==> src/afepg_pkg.sv <==
// Package with register map, field layout and config carrier of the bank
package afepg_pkg;
  // Register word width and address width
  localparam int AFEPG_DW = 24;
  localparam int AFEPG_AW = 5;
  // Register offsets
  localparam logic [4:0] AFEPG_OFS_PHASE45 = 5'h09;
  localparam logic [4:0] AFEPG_OFS_PHASE_LO = 5'h0a;
  localparam logic [4:0] AFEPG_OFS_GAIN = 5'h0b;
  localparam logic [4:0] AFEPG_OFS_STATUS = 5'h0c;
  // Address walk limits
  localparam logic [4:0] AFEPG_MAP_LAST = 5'h1f;
  localparam logic [4:0] AFEPG_WR_FIRST = 5'h09;
  localparam logic [4:0] AFEPG_TYPE_SPLIT = 5'h08;
  // Field positions
  localparam int AFEPG_DLY_W = 12;
  localparam int AFEPG_POS_PAIR23 = 12;
  localparam int AFEPG_POS_PAIR01 = 0;
  localparam int AFEPG_POS_PAIR45 = 0;
  localparam int AFEPG_GAIN_W = 3;
  localparam int AFEPG_POS_READ = 22;
  localparam int AFEPG_POS_WRITE = 21;
  localparam int AFEPG_POS_IDLE = 20;
  localparam int AFEPG_POS_COMBINE = 19;
  localparam int AFEPG_POS_CRCW = 18;
  localparam int AFEPG_POS_DATAW = 16;
  localparam int AFEPG_POS_COMMCRC = 15;
  localparam int AFEPG_POS_INTEN = 14;
  localparam int AFEPG_POS_FLAGS = 0;
  // Reset values
  localparam logic [1:0] AFEPG_RST_READ = 2'h2;
  localparam logic AFEPG_RST_WRITE = 1'b1;
  localparam logic [1:0] AFEPG_RST_DATAW = 2'h1;
  localparam logic [5:0] AFEPG_RST_FLAGS = 6'h3f;
  localparam logic [7:0] AFEPG_LOCK_KEY = 8'ha5;
  // Gain codes
  localparam logic [2:0] AFEPG_GAIN_MAX = 3'h5;
  // Read address walk modes
  typedef enum logic [1:0] {
    AFEPG_RD_SAME = 2'h0,
    AFEPG_RD_GROUP = 2'h1,
    AFEPG_RD_TYPE = 2'h2,
    AFEPG_RD_MAP = 2'h3
  } afepg_rd_e;
  // Decoded configuration handed to the datapath and serial framer
  typedef struct packed {
    logic [1:0] read_inc;
    logic write_inc;
    logic idle_drive;
    logic combine;
    logic crc32;
    logic [1:0] data_width;
    logic comm_crc;
    logic int_en;
  } afepg_cfg_s;
endpackage : afepg_pkg

==> src/afepg_regs.sv <==
// Phase, gain and status/communication register bank with data-ready pin
// Operation
// - Phase register write restarts active channels
// - Pair45 delay field in phase45 bits 11-0
// - Pair23 delay field in bits 23-12
// - Pair01 delay field in bits 11-0
// - Three-bit gain per channel, reserved codes unity
// - Read increment selects read address walk
// - Write increment wraps within writable range
// - Idle pin driven high or floated
// - Combined or per-channel data-ready pulses
// - Checksum width bit selects 16/32 bits
// - Data width field formats output words
// - Communication checksum enable, zero after reset
// - Map checksum error holds pin low
// - Interrupt disabled means no pin alarm
// - Ready flags low when data new
// - Status read sets flags; data read not
// - Unimplemented bits read zero
// - Combined mode latches all outputs together
`timescale 1ns/1ps
module afepg_regs #(
  parameter int CHANNELS = 6
) (
  input wire logic i_sys_clk,
  input wire logic i_reset_n,
  input wire logic i_clk_en,
  input wire logic [afepg_pkg::AFEPG_AW-1:0] i_reg_addr,
  input wire logic i_reg_wr,
  input wire logic [afepg_pkg::AFEPG_DW-1:0] i_reg_wdata,
  input wire logic i_reg_rd,
  input wire logic i_chan_data_rd,
  input wire logic [CHANNELS-1:0] i_chan_active,
  input wire logic [CHANNELS-1:0] i_chan_ready,
  input wire logic i_map_crc_error,
  input wire logic [7:0] i_lock_key,
  output logic [afepg_pkg::AFEPG_DW-1:0] o_reg_rdata,
  output logic [afepg_pkg::AFEPG_AW-1:0] o_next_rd_addr,
  output logic [afepg_pkg::AFEPG_AW-1:0] o_next_wr_addr,
  output afepg_pkg::afepg_cfg_s o_cfg,
  output logic [CHANNELS*3-1:0] o_gain_shift,
  output logic [CHANNELS-1:0] o_chan_restart,
  output logic [CHANNELS-1:0] o_chan_start,
  output logic [CHANNELS-1:0] o_chan_latch,
  output logic o_ready_pin_out,
  output logic o_ready_pin_oe
);
  import afepg_pkg::*;

  localparam int PAIRS = CHANNELS / 2;

  logic rst_meta;
  logic rst_n;
  logic [AFEPG_DLY_W-1:0] delay_pair45;
  logic [AFEPG_DLY_W-1:0] delay_pair23;
  logic [AFEPG_DLY_W-1:0] delay_pair01;
  logic [CHANNELS*3-1:0] channel_gain_code;
  afepg_cfg_s cfg;
  logic [CHANNELS-1:0] channel_ready_flags;
  logic [CHANNELS-1:0] pending;
  logic dr_pulse;
  logic alarm_hold;
  logic restart_q;
  logic [CHANNELS-1:0] active_q;
  logic wr_phase;
  logic rd_status;
  logic [CHANNELS-1:0] covered;
  logic combined_fire;
  logic [AFEPG_DLY_W-1:0] pair_delay [PAIRS];

  // Reset release through two flip-flops
  always_ff @(posedge i_sys_clk or negedge i_reset_n) begin
    if (!i_reset_n) begin
      rst_meta <= 1'b0;
      rst_n <= 1'b0;
    end else begin
      rst_meta <= 1'b1;
      rst_n <= rst_meta;
    end
  end

  // Access decode
  // phase write detect
  assign wr_phase = i_reg_wr && (i_reg_addr == AFEPG_OFS_PHASE45 ||
                                 i_reg_addr == AFEPG_OFS_PHASE_LO);
  assign rd_status = i_reg_rd && (i_reg_addr == AFEPG_OFS_STATUS);

  // Phase delay registers
  always_ff @(posedge i_sys_clk or negedge rst_n) begin
    if (!rst_n) begin
      delay_pair45 <= '0;
      delay_pair23 <= '0;
      delay_pair01 <= '0;
    end else if (i_clk_en && i_reg_wr) begin
      if (i_reg_addr == AFEPG_OFS_PHASE45) begin
        delay_pair45 <= i_reg_wdata[AFEPG_POS_PAIR45 +: AFEPG_DLY_W];
      end
      if (i_reg_addr == AFEPG_OFS_PHASE_LO) begin
        delay_pair23 <= i_reg_wdata[AFEPG_POS_PAIR23 +: AFEPG_DLY_W];
        delay_pair01 <= i_reg_wdata[AFEPG_POS_PAIR01 +: AFEPG_DLY_W];
      end
    end
  end

  // Gain register
  always_ff @(posedge i_sys_clk or negedge rst_n) begin
    if (!rst_n) begin
      channel_gain_code <= '0;
    end else if (i_clk_en && i_reg_wr && i_reg_addr == AFEPG_OFS_GAIN) begin
      channel_gain_code <= i_reg_wdata[CHANNELS*3-1:0];
    end
  end

  // Status/communication control fields; reserved bits 13-12 not stored
  always_ff @(posedge i_sys_clk or negedge rst_n) begin
    if (!rst_n) begin
      cfg <= '{read_inc: AFEPG_RST_READ, write_inc: AFEPG_RST_WRITE,
               idle_drive: 1'b0, combine: 1'b0, crc32: 1'b0,
               data_width: AFEPG_RST_DATAW, comm_crc: 1'b0, int_en: 1'b0};
    end else if (i_clk_en && i_reg_wr && i_reg_addr == AFEPG_OFS_STATUS) begin
      cfg.read_inc <= i_reg_wdata[AFEPG_POS_READ +: 2];
      cfg.write_inc <= i_reg_wdata[AFEPG_POS_WRITE];
      cfg.idle_drive <= i_reg_wdata[AFEPG_POS_IDLE];
      cfg.combine <= i_reg_wdata[AFEPG_POS_COMBINE];
      cfg.crc32 <= i_reg_wdata[AFEPG_POS_CRCW];
      cfg.data_width <= i_reg_wdata[AFEPG_POS_DATAW +: 2];
      cfg.comm_crc <= i_reg_wdata[AFEPG_POS_COMMCRC];
      cfg.int_en <= i_reg_wdata[AFEPG_POS_INTEN];
    end
  end
  assign o_cfg = cfg;

  // Read data, registered; unmapped addresses return zero
  always_ff @(posedge i_sys_clk or negedge rst_n) begin
    if (!rst_n) begin
      o_reg_rdata <= '0;
    end else if (i_clk_en && i_reg_rd) begin
      case (i_reg_addr)
        AFEPG_OFS_PHASE45: o_reg_rdata <= {12'h000, delay_pair45};
        AFEPG_OFS_PHASE_LO: o_reg_rdata <= {delay_pair23, delay_pair01};
        AFEPG_OFS_GAIN: o_reg_rdata <= {6'h00, channel_gain_code};
        AFEPG_OFS_STATUS: o_reg_rdata <= {cfg.read_inc, cfg.write_inc,
          cfg.idle_drive, cfg.combine, cfg.crc32, cfg.data_width,
          cfg.comm_crc, cfg.int_en, 8'h00, channel_ready_flags};
        default: o_reg_rdata <= '0;
      endcase
    end
  end

  // Address walk for the serial framer
  // read address walk
  always_comb begin
    o_next_rd_addr = i_reg_addr;
    case (afepg_rd_e'(cfg.read_inc))
      AFEPG_RD_SAME: o_next_rd_addr = i_reg_addr;
      AFEPG_RD_GROUP: o_next_rd_addr = {i_reg_addr[4:1], ~i_reg_addr[0]};
      AFEPG_RD_TYPE: begin
        if (i_reg_addr == AFEPG_TYPE_SPLIT - 5'h01) begin
          o_next_rd_addr = 5'h00;
        end else if (i_reg_addr == AFEPG_MAP_LAST) begin
          o_next_rd_addr = AFEPG_TYPE_SPLIT;
        end else begin
          o_next_rd_addr = i_reg_addr + 5'h01;
        end
      end
      AFEPG_RD_MAP: o_next_rd_addr = i_reg_addr + 5'h01;
      default: o_next_rd_addr = i_reg_addr;
    endcase
  end

  always_comb begin
    if (!cfg.write_inc) begin
      o_next_wr_addr = i_reg_addr;
    end else if (i_reg_addr == AFEPG_MAP_LAST || i_reg_addr < AFEPG_WR_FIRST) begin
      o_next_wr_addr = AFEPG_WR_FIRST;
    end else begin
      o_next_wr_addr = i_reg_addr + 5'h01;
    end
  end

  // gain code to shift, reserved codes unity
  for (genvar c = 0; c < CHANNELS; c++) begin : g_gain
    assign o_gain_shift[3*c +: 3] =
      (channel_gain_code[3*c +: 3] > AFEPG_GAIN_MAX) ? 3'h0 :
      channel_gain_code[3*c +: 3];
  end

  always_ff @(posedge i_sys_clk or negedge rst_n) begin
    if (!rst_n) begin
      o_chan_restart <= '0;
      restart_q <= 1'b0;
      active_q <= '0;
    end else if (i_clk_en) begin
      o_chan_restart <= wr_phase ? i_chan_active : '0;
      restart_q <= wr_phase;
      active_q <= i_chan_active;
    end
  end

  assign pair_delay[0] = delay_pair01;
  assign pair_delay[1] = delay_pair23;
  assign pair_delay[2] = delay_pair45;

  // Start sequencing: reference (odd) starts at once, even waits its delay
  for (genvar p = 0; p < PAIRS; p++) begin : g_pair
    logic [AFEPG_DLY_W-1:0] cnt;
    logic busy;
    always_ff @(posedge i_sys_clk or negedge rst_n) begin
      if (!rst_n) begin
        cnt <= '0;
        busy <= 1'b0;
        o_chan_start[2*p] <= 1'b0;
        o_chan_start[2*p+1] <= 1'b0;
      end else if (i_clk_en) begin
        o_chan_start[2*p+1] <= restart_q && active_q[2*p+1];
        o_chan_start[2*p] <= 1'b0;
        if (restart_q) begin
          cnt <= pair_delay[p];
          busy <= (pair_delay[p] != '0);
          o_chan_start[2*p] <= (pair_delay[p] == '0) && active_q[2*p];
        end else if (busy) begin
          cnt <= cnt - 1'b1;
          if (cnt == 1) begin
            busy <= 1'b0;
            o_chan_start[2*p] <= active_q[2*p];
          end
        end
      end
    end
  end

  // Channel ready flags; a new event wins over the read that sets them
  // flags low when ready
  always_ff @(posedge i_sys_clk or negedge rst_n) begin
    if (!rst_n) begin
      channel_ready_flags <= AFEPG_RST_FLAGS;
    end else if (i_clk_en) begin
      channel_ready_flags <= (rd_status ? AFEPG_RST_FLAGS :
                              channel_ready_flags) & ~i_chan_ready;
    end
  end

  // Combined mode waits until every active channel has reported
  assign covered = pending | i_chan_ready;
  assign combined_fire = (i_chan_active != '0) &&
                         ((covered & i_chan_active) == i_chan_active);

  always_ff @(posedge i_sys_clk or negedge rst_n) begin
    if (!rst_n) begin
      pending <= '0;
      dr_pulse <= 1'b0;
      o_chan_latch <= '0;
    end else if (i_clk_en) begin
      if (cfg.combine) begin
        pending <= combined_fire ? '0 : covered;
        dr_pulse <= combined_fire;
        o_chan_latch <= combined_fire ? {CHANNELS{1'b1}} : '0;
      end else begin
        pending <= '0;
        dr_pulse <= |i_chan_ready;
        o_chan_latch <= i_chan_ready;
      end
    end
  end

  always_ff @(posedge i_sys_clk or negedge rst_n) begin
    if (!rst_n) begin
      alarm_hold <= 1'b0;
    end else if (i_clk_en) begin
      if (cfg.int_en && i_map_crc_error) begin
        alarm_hold <= 1'b1;
      end else if (i_lock_key == AFEPG_LOCK_KEY) begin
        alarm_hold <= 1'b0;
      end
    end
  end

  // pin drive, low on pulse or alarm, idle high or floating
  assign o_ready_pin_out = !(dr_pulse || alarm_hold);
  assign o_ready_pin_oe = dr_pulse || alarm_hold || cfg.idle_drive;
endmodule : afepg_regs

==> config.mk <==
export PLATFORM = sky130hd
export DESIGN_NAME = afepg_regs
export DESIGN_NICKNAME = d
export VERILOG_FILES = /design/src/afepg_pkg.sv /design/src/afepg_regs.sv
export SDC_FILE = /design/constraint.sdc
export NUM_CORES = 1
export LEC_CHECK = 0
export BUFFER_PORTS_ARGS = -buffer_cell sky130_fd_sc_hd__buf_2
export CORE_UTILIZATION = 25
export DETAILED_ROUTE_END_ITERATION = 12
export GPL_TIMING_DRIVEN = 0
export PLACE_DENSITY = 0.47
export SYNTH_ARGS = -nofsm -noshare
export SYNTH_HDL_FRONTEND = slang
export SYNTH_SLANG_ARGS = --single-unit
==> constraint.sdc <==
create_clock -name i_sys_clk -period 4.9 [get_ports i_sys_clk]
set_clock_uncertainty 0.15 [all_clocks]
set_input_delay 0.49 -clock i_sys_clk [delete_from_list [all_inputs] [get_ports i_sys_clk]]
set_output_delay 0.49 -clock i_sys_clk [all_outputs]
set_load 0.02 [all_outputs]
======== Word level (Yosys, flattened, before mapping) ========
Cells that the tools add are included.
word-level totals
  bits in registers ....................... 168
  input port bits ......................... 56
  output and inout bits ................... 82
  logic and storage cells ................. 145
cells by class
  add/subtract/negate cells ............... 4
  order comparisons ....................... 7
  equal/unequal tests ..................... 14
  muxes and demuxes ....................... 45
  bitwise logic cells ..................... 5
  reductions and logical operators ........ 38
operators by type and width
  operator                 number
  $pmux W24 S4             1
  $mux W12                 6
  $eq A12 B1 Y1 const B    3
  $logic_not A12 Y1        3
  $mux W6                  6
  $reduce_bool A12 Y1      3
  $sub A12 B1 Y12 const B  3
  $mux W1                  21
  $eq A5 B4 Y1 const B     4
  $mux W5                  4
  $pmux W5 S4              1
  $gt A3 B3 Y1 const B     6
  $mux W3                  6
  $logic_and A1 B1 Y1      14
  $and A6 B6 Y6            2
  $reduce_and A2 Y1        6
  $eq A8 B8 Y1 const B     1
  $reduce_bool A2 Y1       4
  $eq A6 B6 Y1             1
  $not A6 Y6               1
  $or A6 B6 Y6             1
  $reduce_bool A6 Y1       1
  $reduce_or A6 Y1         1
  $add A5 B1 Y5 const B    1
  other kinds (9)          13

======== Depth between registers and ports, before layout ========
  depth after elaboration ................. 6
  depth in mapped cells ................... 9
  gate-level depth less buffers ........... 7

======== Least setup slack after synthesis ========
Ideal clock, no wire load.
  path type ............................... input to output
  start point ............................. in i_reg_addr[2] in the netlist's numbering
  end point ............................... out o_next_wr_addr[3] in the netlist's numbering
  arrival time ............................ 1.971 ns
  data required time ...................... 4.260 ns
  slack ................................... 2.289 ns
  stages on the path ...................... 6
  buffers on the path ..................... 1
  cell sequence ........................... clkbuf_1 -> and3_1 -> ha_1 -> nand2b_1 -> nor3_1 -> a311oi_1
on the way
  longest elaborated chain between the ends .. 4
  elaborated cells on any way between the ends .. 6
  those cells by class .................... add/sub: 1; order compare: 1; eq/ne: 1; mux: 2; reduce/logical: 1
ends and longest elaborated chain
  what                                          RTL line           text
  start, declared                               afepg_regs.sv:28   input wire logic [afepg_pkg::AFEPG_AW-1:0] i_reg_addr,
  $lt A5 B4 Y1 or $eq A5 B5 Y1 (tied branches)  afepg_regs.sv:174  end else if (i_reg_addr == AFEPG_MAP_LAST || i_reg_addr < AFEPG_WR_FIRST) begin
  $logic_or A1 B1 Y1                            afepg_regs.sv:174
  $mux W5 *                                     afepg_regs.sv:174
  $mux W5 *                                     afepg_regs.sv:172  if (!cfg.write_inc) begin
  end, declared                                 afepg_regs.sv:39   output logic [afepg_pkg::AFEPG_AW-1:0] o_next_wr_addr,
Every way passes the cells marked *; elsewhere a longest branch is shown, timed or not.

======== Final worst setup path ========
  start point ............................. in i_reg_addr[0] in the netlist's numbering
  end point ............................... out o_next_wr_addr[2] in the netlist's numbering
The elaborated chain is that of the path after synthesis.

==> metrics <==
status finished clean; final antenna-violating net count 0; XOR/XNOR share of the synthesized area 0.00107; total of buffers placed on input and output ports 135; crit share post-route 0.636; grt total ovfl 0; number of synthesized flops with an enable pin 0; via count 6962; type of the setup path with the least slack primary input to output pin; Die X-Extent 183 um; clock transition at the registers of the reported paths 0.06 ns; ranking of synthesized cells by instance count sky130_fd_sc_hd__dfrtp_1, sky130_fd_sc_hd__mux2_2, sky130_fd_sc_hd__nand2_1; sum of buffers and inverters on the critical path 2; largest net degree at the start of global routing 63; dominant combinational cell family by area after synthesis compound AO/OA/AOI/OAI gates; routability-driven placement congestion ratio 0.841; CTS tree built; crit path max fanout 7; starting density of the core 0.253; startpoint class of the critical path primary input; classification of the worst-slack hold path primary input to flip-flop; Die Footprint 33600 um^2; total wire length 27.2 mm; number of nets in the synthesized netlist 856; vertical die dimension 183 um; Clock Tree Root sky130_fd_sc_hd__clkbuf_16; number of H-tree levels 4; Synth Area in Adders 0.0183; fraction of the yosys area taken by sequential cells 0.513; simple-gate area share of the yosys netlist 0.137; count of yosys warnings during synthesis 0; fillcell total 3404; Top FF cell, synth sky130_fd_sc_hd__dfrtp_1; summed negative setup slack over all endpoints 0 ns; Leakage 4.51 nW; hold buffers post-CTS 1; number of synthesized register bits 168; maximum frequency from static timing analysis 321 MHz; buffers inserted by post-CTS timing repair 0; total placed cells including tap cells 1367; number of buffers created by CTS 17; Critical Path AT 2.48 ns; number of antenna violations at the first check in global routing 0; min setup slack post-route 1.78 ns; cell class contributing the biggest share of worst-path delay simple AND/OR/NAND/NOR gates; library cell with the largest summed area after synthesis sky130_fd_sc_hd__dfrtp_1; final layout net count 1013; cell with the biggest individual delay on the critical path sky130_fd_sc_hd__nor3_1; clock network latency to the later pin of the worst-skew pair 0.43 ns; wire length per cell 19.4 um; top area cells in the synthesized netlist sky130_fd_sc_hd__dfrtp_1, sky130_fd_sc_hd__mux2_2, sky130_fd_sc_hd__o21ai_0; number of gates resized after CTS 0; Compound-Gate Fraction of Synth Area 0.191; via count of the first global-routing pass 7072; placement-stage cell area 9500 um^2; post-synthesis async set-or-reset flop share 1.00; kind of end point of the critical path output pin; max_cap viols 0; post-synth top area share 0.484; Antenna diodes 0; first-pass iteration count of the detailed router 5; global-route wire length before repair 42.6 mm; count of endpoints failing hold in the final timing report 0; growth of design area from synthesis to finish 23.9%; cells along the critical path buf_2 > ha_1 > and3_1 > ha_1 > nand2b_1 > nor3_1 > o21ai_0 > o21ai_0 > buf_2; number of DRC markers after the initial detailed-route iteration 381; post-detail-place hpwl 19.9 mm; worst slack at placement 1.55 ns; GR Util All Layers 0.166; VDD IR max 0.184 mV; area of all placed cells without fillers 10200 um^2; Post-Synthesis Mean Instance Area 10.4 um^2; areal power density over the cells 420 nW/um^2; combined area of all synthesized cells 8210 um^2; mux cell area share after synthesis 0.104; number of distinct library cells after synthesis 67; core area 32500 um^2; vias per std cell 4.97; number of standard-cell rows in the floorplan 66; number of primary I/O pins 138; number of sinks on the clock net 168; biggest cell delay along the critical path 0.53 ns; Max-Slew Margin vs Limit 0.148; Final min period 3.12 ns; cell with the most instances after synthesis sky130_fd_sc_hd__dfrtp_1; layout cells sized above 1 0.280; pin slew with the least headroom to its limit 1.26 ns; worst-case clock buffer depth 2; synthesized netlist cell count 788; Final Setup Violations 0; setup repair after global routing missed its margin no; required time worst endpoint 4.26 ns; final number of max-transition violations 0; DRC violations left 0; post-route non-filler standard cell count 1400
worst paths after layout:
path | start | end | slack [ns] | depth (start not counted)
setup / recovery | i_reg_addr[0] | o_next_wr_addr[2] | 1.78 | 9
hold / removal | i_chan_ready[4] | channel_ready_flags[4] | 0.11 | 2
setup reg to reg | restart_q | o_chan_start[0] | 2.41 | 5
hold reg to reg | rst_meta | rst_n | 0.20 | 0
max in group asynchronous | rst_n | o_cfg[2] | 3.58 | 1
min in group asynchronous | i_reset_n | rst_n | 0.22 | 2
cell usage in the layout (no fill, tap or decap), drive strengths merged, types with 4 or more instances in the layout:
master / count
bufinv: 5
dfrtp: 159
nor4bb: 4
and3: 6
nand4: 4
nor2b: 20
inv: 24
nor2: 43
a21boi: 6
nand3: 10
mux2: 66
a22o: 27
a311oi: 4
a22oi: 17
mux2i: 11
dfstp: 9
ha: 12
o22ai: 18
a221o: 6
nor3: 11
clkbuf: 50
a31oi: 10
o211ai: 4
a221oi: 5
buf: 156
or4: 8
nor4: 20
nand2: 66
o21ai: 60
a21oi: 54
or3: 9
cells by family (layout without fill, tap and decap cells):
logic type	count (synthesis)	in the layout
buf+inv	71	241
mux	77	77
fa+ha+maj	12	12
xor+xnor	1	1
other cells	1	1
compound gates	239	239
simple gates	219	219
flops	168	168
metrics by stage:
| stage | hold slack, ns | utilization | total power [W] |
|---|---|---|---|
| after CTS | 0.0870 | 0.314 | 0.00431 |
| after floorplan | 0.0444 | - | 0.00243 |
| after detailed placement | 0.128 | 0.293 | 0.00276 |
| final | 0.110 | 0.314 | 0.00427 |
| after global routing | 0.125 | 0.314 | 0.00450 |
| after global placement | 0.125 | 0.291 | 0.00275 |
state kept, by name, indices dropped and copies added (netlist names), 3 cells and up:
signal               flops
o_reg_rdata             24
delay_pair45            12
channel_ready_flags      6
g_pair.busy              3
o_chan_latch             6
o_chan_start             6
delay_pair23            12
active_q                 6
o_cfg                   10
o_chan_restart           6
g_pair.cnt              36
channel_gain_code       18
pending                  6
delay_pair01            12
where the power goes:
group / switching, W / total (W) / leakage, nW / internal, W
registers: 0.000257 / 0.00185 / 2.13 / 0.00160
clock network: 0.000579 / 0.00153 / 0.318 / 0.000950
logic: 0.000512 / 0.000889 / 2.06 / 0.000377
total: 0.00135 / 0.00427 / 4.51 / 0.00292
per-layer routing:
metal  track usage  routed length [um]  vias up
met1         0.217               12200     3490
met5             0                   0        -
met2         0.271               13100      183
met4        0.0643                 669        0
li1              -                   -     3256
met3        0.0310                1130       33
cell type report:
class	count	area, um^2	share of cell area
sequential	168	4220	0.415
buffer	47	191	0.0188
tap	442	553	0.0544
timing repair buffer	138	741	0.0728
multi-input combinational	549	3720	0.365
clock buffer	22	474	0.0466
inverter	24	90.1	0.00885
clock inverter	10	190	0.0187
Note: power is estimated with default switching activity, not from simulation.
